<file path="src/rtl/hjio_pkg.sv">
// constants, register map and types of the handler judgment port
package hjio_pkg;
  localparam int DATA_W = 32;
  localparam int ADDR_W = 5;
  // register byte offsets
  localparam logic [ADDR_W-1:0] OFS_CTRL = 5'h00;
  localparam logic [ADDR_W-1:0] OFS_RESULT = 5'h04;
  localparam logic [ADDR_W-1:0] OFS_ACQ = 5'h08;
  localparam logic [ADDR_W-1:0] OFS_STATUS = 5'h0c;
  localparam logic [ADDR_W-1:0] OFS_MASK = 5'h10;
  localparam logic [ADDR_W-1:0] OFS_PANEL = 5'h14;
  localparam logic [ADDR_W-1:0] OFS_INPUTS = 5'h18;
  localparam logic [ADDR_W-1:0] OFS_PINS = 5'h1c;
  // control fields
  localparam int CTRL_BIN_MODE = 0;
  localparam int CTRL_MEASURE_START_IN_RISE = 1;
  localparam logic [DATA_W-1:0] CTRL_RST = 32'h0000_0000;
  localparam logic [DATA_W-1:0] RESULT_RST = 32'h0000_0000;
  // result word fields
  localparam int RES_PRIMARY_ABOVE_OUT = 0;
  localparam int RES_PRIMARY_BELOW_OUT = 1;
  localparam int RES_MAIN_IN = 2;
  localparam int RES_SUB_IN = 3;
  localparam int RES_MAIN_JDG = 4;
  localparam int RES_SUB_JDG = 5;
  localparam int RES_FAULT_LSB = 8;
  localparam int FAULT_W = 5;
  localparam int RES_BIN_LSB = 16;
  localparam int PIN_W = 5;
  // status and mask fields
  localparam int ST_MEASURE_START_IN = 0;
  localparam int ST_LOAD = 1;
  localparam int ST_DONE = 2;
  localparam int IRQ_W = 3;
  localparam logic [IRQ_W-1:0] IRQ_RST = 3'h0;
  // input test fields
  localparam int IN_MEASURE_START_IN = 0;
  localparam int IN_STROBE = 1;
  localparam int IN_SEL_LSB = 8;
  // timing
  localparam int CLK_PERIOD_NS = 10;
  localparam int SETTLE_NS = 20;
  localparam int DONE_PULSE_NS = 100;
  localparam int SETTLE_CYC = (SETTLE_NS + CLK_PERIOD_NS - 1) / CLK_PERIOD_NS;
  localparam int DONE_CYC = (DONE_PULSE_NS + CLK_PERIOD_NS - 1) / CLK_PERIOD_NS;
  localparam int CNT_W = 8;
  typedef enum {DN_IDLE, DN_SETTLE, DN_PULSE} hjio_done_st_t;
endpackage : hjio_pkg

</file>
<file path="src/rtl/hjio_link_if.sv">
// internal carrier between the port top and its input and judgment modules
`timescale 1ns/10ps
interface hjio_link_if #(parameter int PANEL_W = 7);
  import hjio_pkg::*;
  logic measure_start_in_rise;
  logic measure_start_in_raw;
  logic [PANEL_W-1:0] sel_n;
  logic strobe_n;
  logic measure_start_in_evt;
  logic load_evt;
  logic [PANEL_W-1:0] panel;
  logic apply;
  logic [DATA_W-1:0] result;
  logic bin_mode;
  logic [PIN_W-1:0] pins_n;
  logic fault_n;
  modport main_mp(output measure_start_in_rise, measure_start_in_raw, sel_n, strobe_n, apply, result, bin_mode,
    input measure_start_in_evt, load_evt, panel, pins_n, fault_n);
  modport watch_mp(input measure_start_in_rise, measure_start_in_raw, sel_n, strobe_n,
    output measure_start_in_evt, load_evt, panel);
  modport judge_mp(input apply, result, bin_mode, output pins_n, fault_n);
endinterface : hjio_link_if

</file>
<file path="src/rtl/hjio_input_watch.sv">
// trigger edge detection and panel select sampling
`timescale 1ns/10ps
module hjio_input_watch #(parameter int PANEL_W = 7) (
  input wire logic clk_i,
  input wire logic nrst_i,
  hjio_link_if.watch_mp lnk
);
  import hjio_pkg::*;
  logic measure_start_in_prev, next_measure_start_in_prev;
  logic strobe_prev, next_strobe_prev;
  logic primed, next_primed;
  logic [PANEL_W-1:0] panel, next_panel;

  // edge detection; nothing fires until one sample has been seen after reset
  always_comb begin
    next_measure_start_in_prev = lnk.measure_start_in_raw;
    next_strobe_prev = lnk.strobe_n;
    next_primed = 1'b1;
    lnk.measure_start_in_evt = primed & (lnk.measure_start_in_rise ? (lnk.measure_start_in_raw & ~measure_start_in_prev)
                                           : (~lnk.measure_start_in_raw & measure_start_in_prev));
    lnk.load_evt = primed & strobe_prev & ~lnk.strobe_n;
    next_panel = panel;
    if (lnk.load_evt) begin
      next_panel = ~lnk.sel_n;
    end
  end

  // input history registers
  always_ff @(posedge clk_i or negedge nrst_i) begin
    if (!nrst_i) begin
      measure_start_in_prev <= 1'b0;
      strobe_prev <= 1'b1;
      primed <= 1'b0;
      panel <= '0;
    end else begin
      measure_start_in_prev <= next_measure_start_in_prev;
      strobe_prev <= next_strobe_prev;
      primed <= next_primed;
      panel <= next_panel;
    end
  end

  assign lnk.panel = panel;
endmodule : hjio_input_watch

</file>
<file path="src/rtl/hjio_judge_out.sv">
// maps a result word onto the active-low judgment and fault pins
`timescale 1ns/10ps
module hjio_judge_out (
  input wire logic clk_i,
  input wire logic nrst_i,
  hjio_link_if.judge_mp lnk
);
  import hjio_pkg::*;
  logic [PIN_W-1:0] pins_n, next_pins_n;
  logic fault_n, next_fault_n;
  logic main_j, sub_j, and_pass;

  // combined pass over whichever parameters were judged
  always_comb begin
    main_j = lnk.result[RES_MAIN_JDG];
    sub_j = lnk.result[RES_SUB_JDG];
    and_pass = (main_j | sub_j) & (~main_j | lnk.result[RES_MAIN_IN])
             & (~sub_j | lnk.result[RES_SUB_IN]);
    next_pins_n = pins_n;
    next_fault_n = fault_n;
    if (lnk.apply) begin
      next_fault_n = ~(|lnk.result[RES_FAULT_LSB +: FAULT_W]);
      if (lnk.bin_mode) begin
        next_pins_n = ~lnk.result[RES_BIN_LSB +: PIN_W];
      end else begin
        next_pins_n = ~{1'b0, and_pass, lnk.result[RES_SUB_IN],
                        lnk.result[RES_PRIMARY_BELOW_OUT], lnk.result[RES_PRIMARY_ABOVE_OUT]};
      end
    end
  end

  // pin registers, all released high at reset
  always_ff @(posedge clk_i or negedge nrst_i) begin
    if (!nrst_i) begin
      pins_n <= '1;
      fault_n <= 1'b1;
    end else begin
      pins_n <= next_pins_n;
      fault_n <= next_fault_n;
    end
  end

  assign lnk.pins_n = pins_n;
  assign lnk.fault_n = fault_n;
endmodule : hjio_judge_out

</file>
<file path="src/rtl/hjio_port.sv">
// handler judgment port top: bus slave, done sequencing and interrupts
// Functional notes
// - A trigger edge starts a measurement and a strobed panel number requests a setup.
// - Completion and judgment results go out on their own handler port lines.
// - The fault line is low while any sampling, contact, high-Z, regulation or limit fault.
// - Main high and low verdicts drive active-low pins that carry bin results in bin mode.
// - The sub in-range verdict drives an active-low pin shared with a bin result.
// - The combined-pass pin is the AND of both in-range verdicts, active low.
// - With only one parameter judged, combined pass follows that parameter's verdict.
// - An input line counts as asserted when low and shows by name in the input test.
// - Measurement done pulses low only after every judgment pin holds its final value.
// - Conversion done falls high to low when acquisition ends; the sample may then change.
`timescale 1ns/10ps
module hjio_port #(
  parameter int PANEL_W = 7
) (
  input wire logic CLK_I,
  input wire logic NRST_I,
  input wire logic [hjio_pkg::ADDR_W-1:0] AVS_ADDRESS_I,
  input wire logic AVS_READ_I,
  input wire logic AVS_WRITE_I,
  input wire logic [hjio_pkg::DATA_W-1:0] AVS_WRITEDATA_I,
  input wire logic [3:0] AVS_BYTEENABLE_I,
  output logic [hjio_pkg::DATA_W-1:0] AVS_READDATA_O,
  output logic AVS_WAITREQUEST_O,
  input wire logic MEASURE_START_IN_I,
  input wire logic [PANEL_W-1:0] SETUP_SELECT_N_I,
  input wire logic SETUP_LOAD_STROBE_N_I,
  output logic MEASURE_START_O,
  output logic PANEL_LOAD_O,
  output logic [PANEL_W-1:0] PANEL_NUM_O,
  output logic FAULT_N_O,
  output logic CLASS_OUT_1_N_O,
  output logic CLASS_OUT_3_N_O,
  output logic CLASS_OUT_5_N_O,
  output logic CLASS_OUT_7_N_O,
  output logic CLASS_OUT_9_N_O,
  output logic MEASURE_DONE_OUT_N_O,
  output logic CONV_DONE_N_O,
  output logic IRQ_O
);
  import hjio_pkg::*;

  // elaboration checks on what the logic can serve
  if (PANEL_W < 1 || PANEL_W > 8) begin : g_bad_panel_w
    $error("PANEL_W must be 1 to 8");
  end
  if (SETTLE_CYC < 1 || DONE_CYC < 1 || DONE_CYC >= (1 << CNT_W)
      || SETTLE_CYC >= (1 << CNT_W)) begin : g_bad_timing
    $error("done timing does not fit the counter");
  end

  localparam logic [CNT_W-1:0] SETTLE_LAST = CNT_W'(SETTLE_CYC - 1);
  localparam logic [CNT_W-1:0] DONE_LAST = CNT_W'(DONE_CYC - 1);

  // byte-enable merge of a write into a stored word
  function automatic logic [DATA_W-1:0] be_merge(input logic [DATA_W-1:0] old_v,
      input logic [DATA_W-1:0] new_v, input logic [3:0] be);
    logic [DATA_W-1:0] r;
    r = old_v;
    for (int b = 0; b < 4; b++) begin
      if (be[b]) begin
        r[b*8 +: 8] = new_v[b*8 +: 8];
      end
    end
    return r;
  endfunction : be_merge

  hjio_link_if #(.PANEL_W(PANEL_W)) lnk ();

  hjio_input_watch #(.PANEL_W(PANEL_W)) u_watch (
    .clk_i(CLK_I),
    .nrst_i(NRST_I),
    .lnk(lnk.watch_mp)
  );

  hjio_judge_out u_judge (
    .clk_i(CLK_I),
    .nrst_i(NRST_I),
    .lnk(lnk.judge_mp)
  );

  // bus state
  logic ack, next_ack;
  logic [DATA_W-1:0] rdata, next_rdata;
  logic req, wr_go;
  // register state
  logic [DATA_W-1:0] ctrl, next_ctrl;
  logic [DATA_W-1:0] result, next_result;
  logic [IRQ_W-1:0] status, next_status;
  logic [IRQ_W-1:0] mask, next_mask;
  logic [IRQ_W-1:0] st_set, st_clr;
  // sequencing state
  hjio_done_st_t dn_st, next_dn_st;
  logic [CNT_W-1:0] dn_cnt, next_dn_cnt;
  logic done_n, next_done_n;
  logic conv_n, next_conv_n;
  logic start_p, next_start_p;
  logic load_p, next_load_p;
  logic apply, done_evt, acq_wr;
  logic [DATA_W-1:0] inputs_word, pins_word;

  // handler inputs into the watcher, result word, mode and apply into the judge; trigger polarity chosen by software
  assign lnk.measure_start_in_raw = MEASURE_START_IN_I;
  assign lnk.measure_start_in_rise = ctrl[CTRL_MEASURE_START_IN_RISE];
  assign lnk.sel_n = SETUP_SELECT_N_I;
  assign lnk.strobe_n = SETUP_LOAD_STROBE_N_I;
  assign lnk.result = next_result;
  assign lnk.bin_mode = ctrl[CTRL_BIN_MODE];
  assign lnk.apply = apply;

  // request decode: one wait cycle, answer on the second edge
  assign req = AVS_READ_I | AVS_WRITE_I;
  assign wr_go = AVS_WRITE_I & ack;
  assign AVS_WAITREQUEST_O = req & ~ack;
  assign apply = wr_go && (AVS_ADDRESS_I == OFS_RESULT);
  assign acq_wr = wr_go && (AVS_ADDRESS_I == OFS_ACQ) && AVS_BYTEENABLE_I[0]
                  && AVS_WRITEDATA_I[0];

  // input test word: asserted lines read as ones
  always_comb begin
    inputs_word = '0;
    inputs_word[IN_MEASURE_START_IN] = ~MEASURE_START_IN_I;
    inputs_word[IN_STROBE] = ~SETUP_LOAD_STROBE_N_I;
    inputs_word[IN_SEL_LSB +: PANEL_W] = ~SETUP_SELECT_N_I;
  end

  // live pin readback
  always_comb begin
    pins_word = '0;
    pins_word[PIN_W-1:0] = lnk.pins_n;
    pins_word[8] = lnk.fault_n;
    pins_word[9] = done_n;
    pins_word[10] = conv_n;
  end

  // bus slave and register file next values
  always_comb begin
    next_ack = req & ~ack;
    next_rdata = rdata;
    next_ctrl = ctrl;
    next_result = result;
    next_mask = mask;
    st_clr = '0;
    if (req && !ack && AVS_READ_I) begin
      case (AVS_ADDRESS_I)
        OFS_CTRL: next_rdata = ctrl;
        OFS_RESULT: next_rdata = result;
        OFS_STATUS: next_rdata = {{(DATA_W-IRQ_W){1'b0}}, status};
        OFS_MASK: next_rdata = {{(DATA_W-IRQ_W){1'b0}}, mask};
        OFS_PANEL: next_rdata = {{(DATA_W-PANEL_W){1'b0}}, lnk.panel};
        OFS_INPUTS: next_rdata = inputs_word;
        OFS_PINS: next_rdata = pins_word;
        default: next_rdata = '0;
      endcase
    end
    if (wr_go) begin
      case (AVS_ADDRESS_I)
        OFS_CTRL: next_ctrl = be_merge(ctrl, AVS_WRITEDATA_I, AVS_BYTEENABLE_I)
                              & 32'h0000_0003;
        OFS_RESULT: next_result = be_merge(result, AVS_WRITEDATA_I, AVS_BYTEENABLE_I);
        OFS_STATUS: st_clr = AVS_BYTEENABLE_I[0] ? AVS_WRITEDATA_I[IRQ_W-1:0] : '0;
        OFS_MASK: begin
          if (AVS_BYTEENABLE_I[0]) begin
            next_mask = AVS_WRITEDATA_I[IRQ_W-1:0];
          end
        end
        default: next_ctrl = ctrl;
      endcase
    end
  end

  // bus and register flops
  always_ff @(posedge CLK_I or negedge NRST_I) begin
    if (!NRST_I) begin
      ack <= 1'b0;
      rdata <= '0;
      ctrl <= CTRL_RST;
      result <= RESULT_RST;
      mask <= IRQ_RST;
    end else begin
      ack <= next_ack;
      rdata <= next_rdata;
      ctrl <= next_ctrl;
      result <= next_result;
      mask <= next_mask;
    end
  end

  // done sequencing: settle after the pins update, then pulse done low
  always_comb begin
    next_dn_st = dn_st;
    next_dn_cnt = dn_cnt;
    next_done_n = 1'b1;
    done_evt = 1'b0;
    case (dn_st)
      DN_IDLE: begin
        next_dn_cnt = '0;
      end
      DN_SETTLE: begin
        next_dn_cnt = dn_cnt + 1'b1;
        if (dn_cnt == SETTLE_LAST) begin
          next_dn_st = DN_PULSE;
          next_dn_cnt = '0;
          next_done_n = 1'b0;
        end
      end
      DN_PULSE: begin
        next_done_n = 1'b0;
        next_dn_cnt = dn_cnt + 1'b1;
        if (dn_cnt == DONE_LAST) begin
          next_dn_st = DN_IDLE;
          next_dn_cnt = '0;
          next_done_n = 1'b1;
          done_evt = 1'b1;
        end
      end
      default: begin
        next_dn_st = DN_IDLE;
        next_dn_cnt = '0;
      end
    endcase
    if (apply) begin
      next_dn_st = DN_SETTLE;
      next_dn_cnt = '0;
      next_done_n = 1'b1;
    end
  end

  // conversion done and strobes toward the measurement core
  always_comb begin
    next_conv_n = conv_n;
    next_start_p = lnk.measure_start_in_evt;
    next_load_p = lnk.load_evt;
    if (lnk.measure_start_in_evt) begin
      next_conv_n = 1'b1;
    end
    if (acq_wr) begin
      next_conv_n = 1'b0;
    end
  end

  // sticky events; a set in the clear cycle wins
  always_comb begin
    st_set = '0;
    st_set[ST_MEASURE_START_IN] = lnk.measure_start_in_evt;
    st_set[ST_LOAD] = lnk.load_evt;
    st_set[ST_DONE] = done_evt;
    next_status = (status & ~st_clr) | st_set;
  end

  // sequencing, strobe and status flops
  always_ff @(posedge CLK_I or negedge NRST_I) begin
    if (!NRST_I) begin
      dn_st <= DN_IDLE;
      dn_cnt <= '0;
      done_n <= 1'b1;
      conv_n <= 1'b1;
      start_p <= 1'b0;
      load_p <= 1'b0;
      status <= IRQ_RST;
    end else begin
      dn_st <= next_dn_st;
      dn_cnt <= next_dn_cnt;
      done_n <= next_done_n;
      conv_n <= next_conv_n;
      start_p <= next_start_p;
      load_p <= next_load_p;
      status <= next_status;
    end
  end

  assign FAULT_N_O = lnk.fault_n;
  assign CLASS_OUT_1_N_O = lnk.pins_n[0];
  assign CLASS_OUT_3_N_O = lnk.pins_n[1];
  assign CLASS_OUT_5_N_O = lnk.pins_n[2];
  assign CLASS_OUT_7_N_O = lnk.pins_n[3];
  assign CLASS_OUT_9_N_O = lnk.pins_n[4];
  assign MEASURE_DONE_OUT_N_O = done_n;
  assign CONV_DONE_N_O = conv_n;
  // core-side strobes and panel number
  assign MEASURE_START_O = start_p;
  assign PANEL_LOAD_O = load_p;
  assign PANEL_NUM_O = lnk.panel;
  assign AVS_READDATA_O = rdata;
  // level interrupt from unmasked sticky bits
  assign IRQ_O = |(status & mask);
endmodule : hjio_port

</file>
<file path="config.mk">
export PLATFORM = sky130hd
export DESIGN_NAME = hjio_port
export DESIGN_NICKNAME = d
export VERILOG_FILES = /design/src/rtl/hjio_pkg.sv /design/src/rtl/hjio_link_if.sv /design/src/rtl/hjio_input_watch.sv /design/src/rtl/hjio_judge_out.sv /design/src/rtl/hjio_port.sv
export SDC_FILE = /design/constraint.sdc
export NUM_CORES = 1
export LEC_CHECK = 0
export BUFFER_PORTS_ARGS = -buffer_cell sky130_fd_sc_hd__buf_2
export CAP_MARGIN = 20
export CELL_PAD_IN_SITES_DETAIL_PLACEMENT = 0
export CELL_PAD_IN_SITES_GLOBAL_PLACEMENT = 1
export CORE_MARGIN = 4
export CORE_UTILIZATION = 45
export DETAILED_ROUTE_END_ITERATION = 10
export HOLD_SLACK_MARGIN = 0.15
export PLACE_DENSITY = 0.88
export SYNTH_ARGS = -nofsm -noshare
export SYNTH_HDL_FRONTEND = slang
export SYNTH_HIERARCHICAL = 1
export SYNTH_SLANG_ARGS = --single-unit
</file>
<file path="constraint.sdc">
create_clock -name CLK_I -period 4.1 [get_ports CLK_I]
set_clock_uncertainty 0.15 [all_clocks]
set_input_delay 0.82 -clock CLK_I [delete_from_list [all_inputs] [get_ports CLK_I]]
set_output_delay 0.82 -clock CLK_I [all_outputs]
set_load 0.01 [all_outputs]
</file>
==> run metrics, run 1 <==
Post-synth EDFFs=0; clock buffer count from CTS=9; status=completed; CTS clk-pin slew, worst paths=100 ps; commonest non-fill, non-tap cell in the layout=buf_2; total die area=0.0120 mm^2; core region area=0.00991 mm^2; Tightest Pin Transition=896 ps; YS warnings=6; RSZ-0062 raised after global routing=false; Detailed Route Iter0 Violations=193; DR pass1 iterations=4; post-CTS sizing=0; commonest cells after routing, fill and taps aside=buf_2, dfrtp_1, nand2_1; CP required=4210 ps; clock buffer depth=2; Pwr Density=412 mW/mm^2; drt total wl=11,000 um; fin crit period=3080 ps; diodes inserted=0; leading area contributor after synthesis=dfrtp_1; Port Buffers=104; post-route setup TNS=0 ps; max-slew violations=0; Ports=105; cell count after synthesis=411; met2 routed WL=5080 um; Hold Path Class=primary input to asynchronous set/reset pin; maxcap violations=0; syn nets=470; CTS root buf=clkbuf_8; top_reg_cell synth=dfrtp_1; antenna viol nets, final=0; CP endpoint kind=flop; synthesized flop and latch total=103; Die Y-Extent=109 um; CTS tree=yes; Sink Count=103; DR top layer=met4; Max VDD drop=0.263 mV; Synth area leaders=dfrtp_1, mux2_2, dfstp_2; FFs w/ async S/R, synth=100%; routability congestion estimate=0.824; Fillers=925; Fmax=0.324 GHz; Starting Density=46.6%; hold_buf cts=0; global route overflow=0; kind of critical path=primary input to flop; Nets=569; setup violation total in the final timing report=0; PnR worst setup slack=1020 ps; WL per Instance=16.9 um; final period utilization=75.2%; share of layout cells above drive strength 1=35.5%; mapped cell area=0.00462 mm^2; sequential share of the synthesized area=56.0%; final hold violation count=0; pre-CTS setup slack=623 ps; post-synth cell types=50; DRC Markers=0; Syn Area/Cell=11.2 um^2; metal3 WL=683 um; first-pass GRT wire length=17,400 um; Clock Latency Late Sink=370 ps; Metal-1 WL=5080 um; vias per cell=5.29; Cell Rows=36; DR vias=3,430; Die X-Extent=109 um; total routing usage reported by global routing=19.0%; Final HPWL DP=8270 um; CP Launch Type=primary input; largest net degree at the start of global routing=41; post-CTS setup buffer count=0; CP Max Fanout=18; vias in the first global route=3,397; share of the synthesized area in the top cell type=50.9%; initial antenna violation count=0; P_leak=2.71 nW; area of the multi-input gates=0.00188 mm^2; H-tree Lvls=3; register area=0.00259 mm^2; Critical Path AT=3200 ps; synthesis-to-layout area growth=17.6%; Worst slew margin=39.8%; Final Total Pwr=2.24 mW
## worst max-delay path: stages
cell      delay [ps]
buf_2            280
nor3b_1          390
nand2b_1         150
nor2b_1          600
mux2_2           430
mux2i_1          170
nor4b_2           70
a311oi_1         270
## report_power, final
part           internal [mW]  switching [mW]
Clock                  0.247           0.363
Combinational          0.182           0.233
Sequential              1.12          0.0905
## per-layer routing
layer	global-route usage [%]	vias to the layer above
met5	0	-
met2	30.3	97
met4	5.88	0
met1	26.9	1690
li1	-	1633
met3	2.88	10
## cells by family after synthesis
group,share of synthesized area (%)
and+or+nand+nor,13.4
buffers and inverters,3.38
adders and majority gates,1.35
AOI/OAI and AO/OA,10.2
xor gates and xnor gates,1.14
DFF,56.0
other,0.0811
muxes,14.4
## sequential cells by signal, indices dropped and copies added, names as in the netlist, 2 cells and up
signal	flops
ctrl	2
status	3
mask	3
AVS_READDATA_O	32
result	32
u_judge/lnk.pins_n	5
dn_st	2
dn_cnt	8
u_watch/lnk.panel	7
## layout make-up
type | instances | area share [%]
clock buffer | 10 | 2.53
sequential | 103 | 47.6
timing repair buffer | 109 | 10.3
multi-input combinational | 273 | 34.6
inverter | 14 | 0.967
tap | 133 | 3.06
clock inverter | 6 | 0.944
## cell usage after synthesis, types with 2 or more instances
cell type  count
dfrtp_1       94
nand2_1       59
mux2_2        43
o21ai_0       30
nor2_1        27
mux2i_1       17
clkbuf_1      16
inv_1         14
dfstp_2        9
a22o_1         8
nand3_1        7
nor2b_1        6
ha_1           5
nor3_1         5
a21oi_1        4
a22oi_1        4
o2bb2ai_1      4
xnor2_1        4
buf_6          3
nand2_2        3
nand2b_1       3
nor3b_1        3
nor4_1         3
o31ai_1        3
a21boi_0       2
a21o_1         2
a221o_1        2
a31oi_1        2
and2_1         2
buf_2          2
nand3b_1       2
o211ai_1       2
o22ai_1        2
or3_1          2
xor2_1         2
## per-stage QoR
stage / util, % / cells / hold WS (ps) / instance area, um^2
6_report: 54.9 / 648 / 262 / 5440
5_1_grt: 54.9 / 648 / 290 / 5440
4_1_cts: 54.9 / 648 / 266 / 5440
3_5_place_dp: 53.0 / 632 / 315 / 5250
3_3_place_gp: 53.0 / 632 / 305 / 5250
2_1_floorplan: - / 411 / 315 / 4620
## worst paths after layout
kind / depth (start not counted) / slack, ps / end / from
max in group asynchronous: 2 / 2680 / u_judge/lnk.pins_n[4]$_DFFE_PN1P_ / NRST_I
setup reg to reg: 6 / 1580 / u_judge/lnk.pins_n[3]$_DFFE_PN1P_ / ack$_DFF_PN0_
setup / recovery: 8 / 1020 / u_judge/lnk.pins_n[3]$_DFFE_PN1P_ / AVS_ADDRESS_I[2]
min in group CLK_I: 2 / 330 / AVS_READDATA_O[24]$_DFFE_PN0P_ / AVS_READDATA_O[24]$_DFFE_PN0P_
hold reg to reg: 2 / 330 / AVS_READDATA_O[24]$_DFFE_PN0P_ / AVS_READDATA_O[24]$_DFFE_PN0P_
hold / removal: 1 / 260 / AVS_READDATA_O[25]$_DFFE_PN0P_ / NRST_I
(Power assumes the default switching activity.)
==> inputs of run 2 (changes only) <==
- ABC_AREA: not set -> 1
- CORE_UTILIZATION: 45 -> 36
- PLACE_DENSITY: 0.88 -> 0.8
- clock period: 4.1 -> 2.55 ns (I/O delays scaled with it)
==> run 2 against run 1 <==
- first-iteration DRC count increased by 5.2%
- routed wire length up 13%
- combinational power rose by 33%
- register-to-register slack got worse by 1100 ps
- critical path type is now flop to flop
- largest power group unchanged
==> run metrics, run 2 <==
Die Y-Extent=122 um (was 109 um); core region area=0.0127 mm^2 (was 0.00991 mm^2); CP Launch Type=flop (was primary input); mux share of post-synthesis cell area=0.716% (was 14.4%); CTS clk-pin slew, worst paths=70 ps (was 100 ps); WL per Instance=14.7 um (was 16.9 um); Die X-Extent=122 um (was 109 um); initial antenna violation count=0 (unchanged); RSZ-0062 raised after global routing=false (unchanged); status=completed (unchanged); final period utilization=80.5%; Post-synth EDFFs=0 (unchanged); list of most frequent post-synthesis cells=nand2_1, dfrtp_1, nor2_1 (was dfrtp_1, nand2_1, mux2_2); routability congestion estimate=0.859 (was 0.824); top-count cell post-synth=nand2_1 (was dfrtp_1); DR vias=4,052 (was 3,430); simple-gate share of the synthesized area=28.7% (was 13.4%); kind of critical path=flop to flop (was primary input to flop); P_leak=3.13 nW (was 2.71 nW); final hold violation count=0 (unchanged); total routing usage reported by global routing=17.1% (was 19.0%); mapped cell area=0.00472 mm^2 (was 0.00462 mm^2); Hold Path End=u_watch/lnk.panel[2]$_DFFE_PN0P_; clock buffer depth=2 (unchanged); Nets=727 (was 569); vias in the first global route=3,984 (was 3,397); Sink Count=103 (unchanged); reg2reg setup slack=500 ps (was 1580 ps); min-delay src=SETUP_SELECT_N_I[2]; Ports=105 (unchanged); Clock Latency Late Sink=350 ps (was 370 ps); H-tree Lvls=3 (unchanged); CP required=2670 ps (was 4210 ps); CP endpoint kind=flop (unchanged); worst r2r path cells=8 (was 6); top_reg_cell synth=dfrtp_1 (unchanged); leading area contributor after synthesis=dfrtp_1 (unchanged); total die area=0.0150 mm^2 (was 0.0120 mm^2); diodes inserted=0 (unchanged); maxcap violations=0 (unchanged); Hold Path Class=primary input to flop (was primary input to asynchronous set/reset pin); Seq pwr share=46.9% (was 54.2%); share of layout cells above drive strength 1=24.8% (was 35.5%); commonest non-fill, non-tap cell in the layout=nand2_1 (was buf_2); drt total wl=12,400 um (was 11,000 um); clock network fraction of total power=39.5% (was 27.3%); Power Internal=2.97 mW (was 1.55 mW); sequential share of the synthesized area=54.9% (was 56.0%); main combinational cell family by area after synthesis=simple AND/OR/NAND/NOR gates (was multiplexers); Worst R2R Start=ack$_DFF_PN0_ (unchanged); r2r endpoint=u_judge/lnk.pins_n[3]$_DFFE_PN1P_ (unchanged); share of the synthesized area in the top cell type=49.9% (was 50.9%); setup violation total in the final timing report=0 (unchanged); Pwr Density=698 mW/mm^2 (was 412 mW/mm^2); post-route setup TNS=0 ps (unchanged); placed cells=826 (was 632); Max VDD drop=0.353 mV (was 0.263 mV); net load switching power=1.08 mW (was 0.686 mW); commonest cells after routing, fill and taps aside=nand2_1, buf_2, dfrtp_1 (was buf_2, dfrtp_1, nand2_1); max-slew violations=0 (unchanged); fin crit period=2050 ps; DR pass1 iterations=5 (was 4); global route overflow=0 (unchanged); Adder-Cell Fraction of Synth Area=1.33% (was 1.35%); Net Sw Frac=26.5% (was 30.6%); syn nets=620 (was 470); post-synth cell types=33 (was 50); Final HPWL DP=9310 um (was 8270 um); Gate power share=13.6% (was 18.5%); pre-CTS setup slack=307 ps (was 623 ps); DRC Markers=0 (unchanged); Detailed Route Iter0 Violations=203 (was 193); synthesis-to-layout area growth=23.1% (was 17.6%); Worst Hold Depth=2; Fmax=0.487 GHz; post-synthesis compound-gate area fraction=7.56% (was 10.2%); Synth area leaders=dfrtp_1, nand2_1, dfstp_2 (was dfrtp_1, mux2_2, dfstp_2); PnR worst setup slack=496 ps (was 1020 ps); xor and xnor fraction of the mapped netlist area=0.928% (was 1.14%); placed standard-cell area=0.00543 mm^2 (was 0.00525 mm^2); Critical Path AT=2180 ps (was 3200 ps); Final Instance Area=0.00581 mm^2 (was 0.00544 mm^2); antenna viol nets, final=0 (unchanged); vias per cell=4.80 (was 5.29); FFs w/ async S/R, synth=100% (unchanged); largest net degree at the start of global routing=51 (was 41); CP Max Fanout=13 (was 18); Cell Rows=41 (was 36); cell count after synthesis=561 (was 411); Starting Density=37.1% (was 46.6%); first-pass GRT wire length=19,900 um (was 17,400 um); CTS root buf=clkbuf_16 (was clkbuf_8); synthesized flop and latch total=103 (unchanged); Port Buffers=104 (unchanged); YS warnings=6 (unchanged); CTS tree=yes (unchanged); Syn Area/Cell=8.41 um^2 (was 11.2 um^2); clock buffer count from CTS=9 (unchanged); Finished Layout Cells=845 (was 648)
-- run 2: logic make-up after synthesis --
family / count (synthesis)
and+or+nand+nor: 319
other: 1
muxes: 3
adders and majority gates: 5
buffers and inverters: 66
AOI/OAI and AO/OA: 59
DFF: 103
xor gates and xnor gates: 5
-- run 2: layer usage --
layer / GRT usage (%) / vias up / part of all wire [%]
li1: - / 1990 / -
met1: 22.6 / 1936 / 44
met2: 28.5 / 116 / 48
met3: 3.82 / 10 / 6.3
met4: 4.83 / 0 / 1.3
met5: 0 / - / 0
-- run 2: area by class of cell --
cell class | count | area [um^2]
multi-input combinational | 392 | 1860
clock inverter | 5 | 104
clock buffer | 11 | 243
fill | 1322 | 6920
timing repair buffer | 114 | 618
sequential | 103 | 2590
tap | 172 | 215
inverter | 48 | 180
-- run 2: power groups by stage --
stage / Sequential [mW] / Clock (mW) / Combinational (mW)
floorplan: 1.92 / 0 / 0.289
global placement: 1.93 / 0 / 0.537
detailed placement: 1.93 / 0 / 0.553
CTS: 1.90 / 1.64 / 0.559
global route: 1.92 / 1.71 / 0.633
finish: 1.90 / 1.60 / 0.552
-- run 2: worst max path at each step --
| stage | startpoint | end | slack, ps | depth (start not counted) |
|---|---|---|---|---|
| floorplan | AVS_ADDRESS_I[1] | u_judge/lnk.pins_n[3]$_DFFE_PN1P_ | 680 | 11 |
| detailed placement | AVS_WRITE_I | u_judge/lnk.pins_n[3]$_DFFE_PN1P_ | 310 | 9 |
| global route | ack$_DFF_PN0_ | u_judge/lnk.pins_n[3]$_DFFE_PN1P_ | 260 | 8 |
| finish | ack$_DFF_PN0_ | u_judge/lnk.pins_n[3]$_DFFE_PN1P_ | 500 | 8 |
| CTS | ack$_DFF_PN0_ | u_judge/lnk.pins_n[3]$_DFFE_PN1P_ | 480 | 8 |
| global placement | AVS_WRITE_I | u_judge/lnk.pins_n[3]$_DFFE_PN1P_ | 340 | 9 |
-- run 2: critical path, cell delays in order, from the launching register on --
cell and delay, ps:
dfrtp_1 400, nand3_1 220, nor2_1 230, nand2_1 280, mux2_2 380, a21oi_1 140
nand2_1 70, nand2_1 50, nand2_1 50
-- run 2: per-stage QoR --
step / power, mW / util [%] / hold WS (ps)
2_1_floorplan: 2.20 / - / 64.4
3_3_place_gp: 2.46 / 42.7 / 307
3_5_place_dp: 2.48 / 42.7 / 312
4_1_cts: 4.09 / 45.6 / 195
5_1_grt: 4.26 / 45.6 / 198
6_report: 4.05 / 45.6 / 204
-- run 2: repair_timing --
item,CTS,global route
setup buffers,0,0
hold buffers,3,0
endpoints found under the hold margin,31,0
resized for setup,0,0
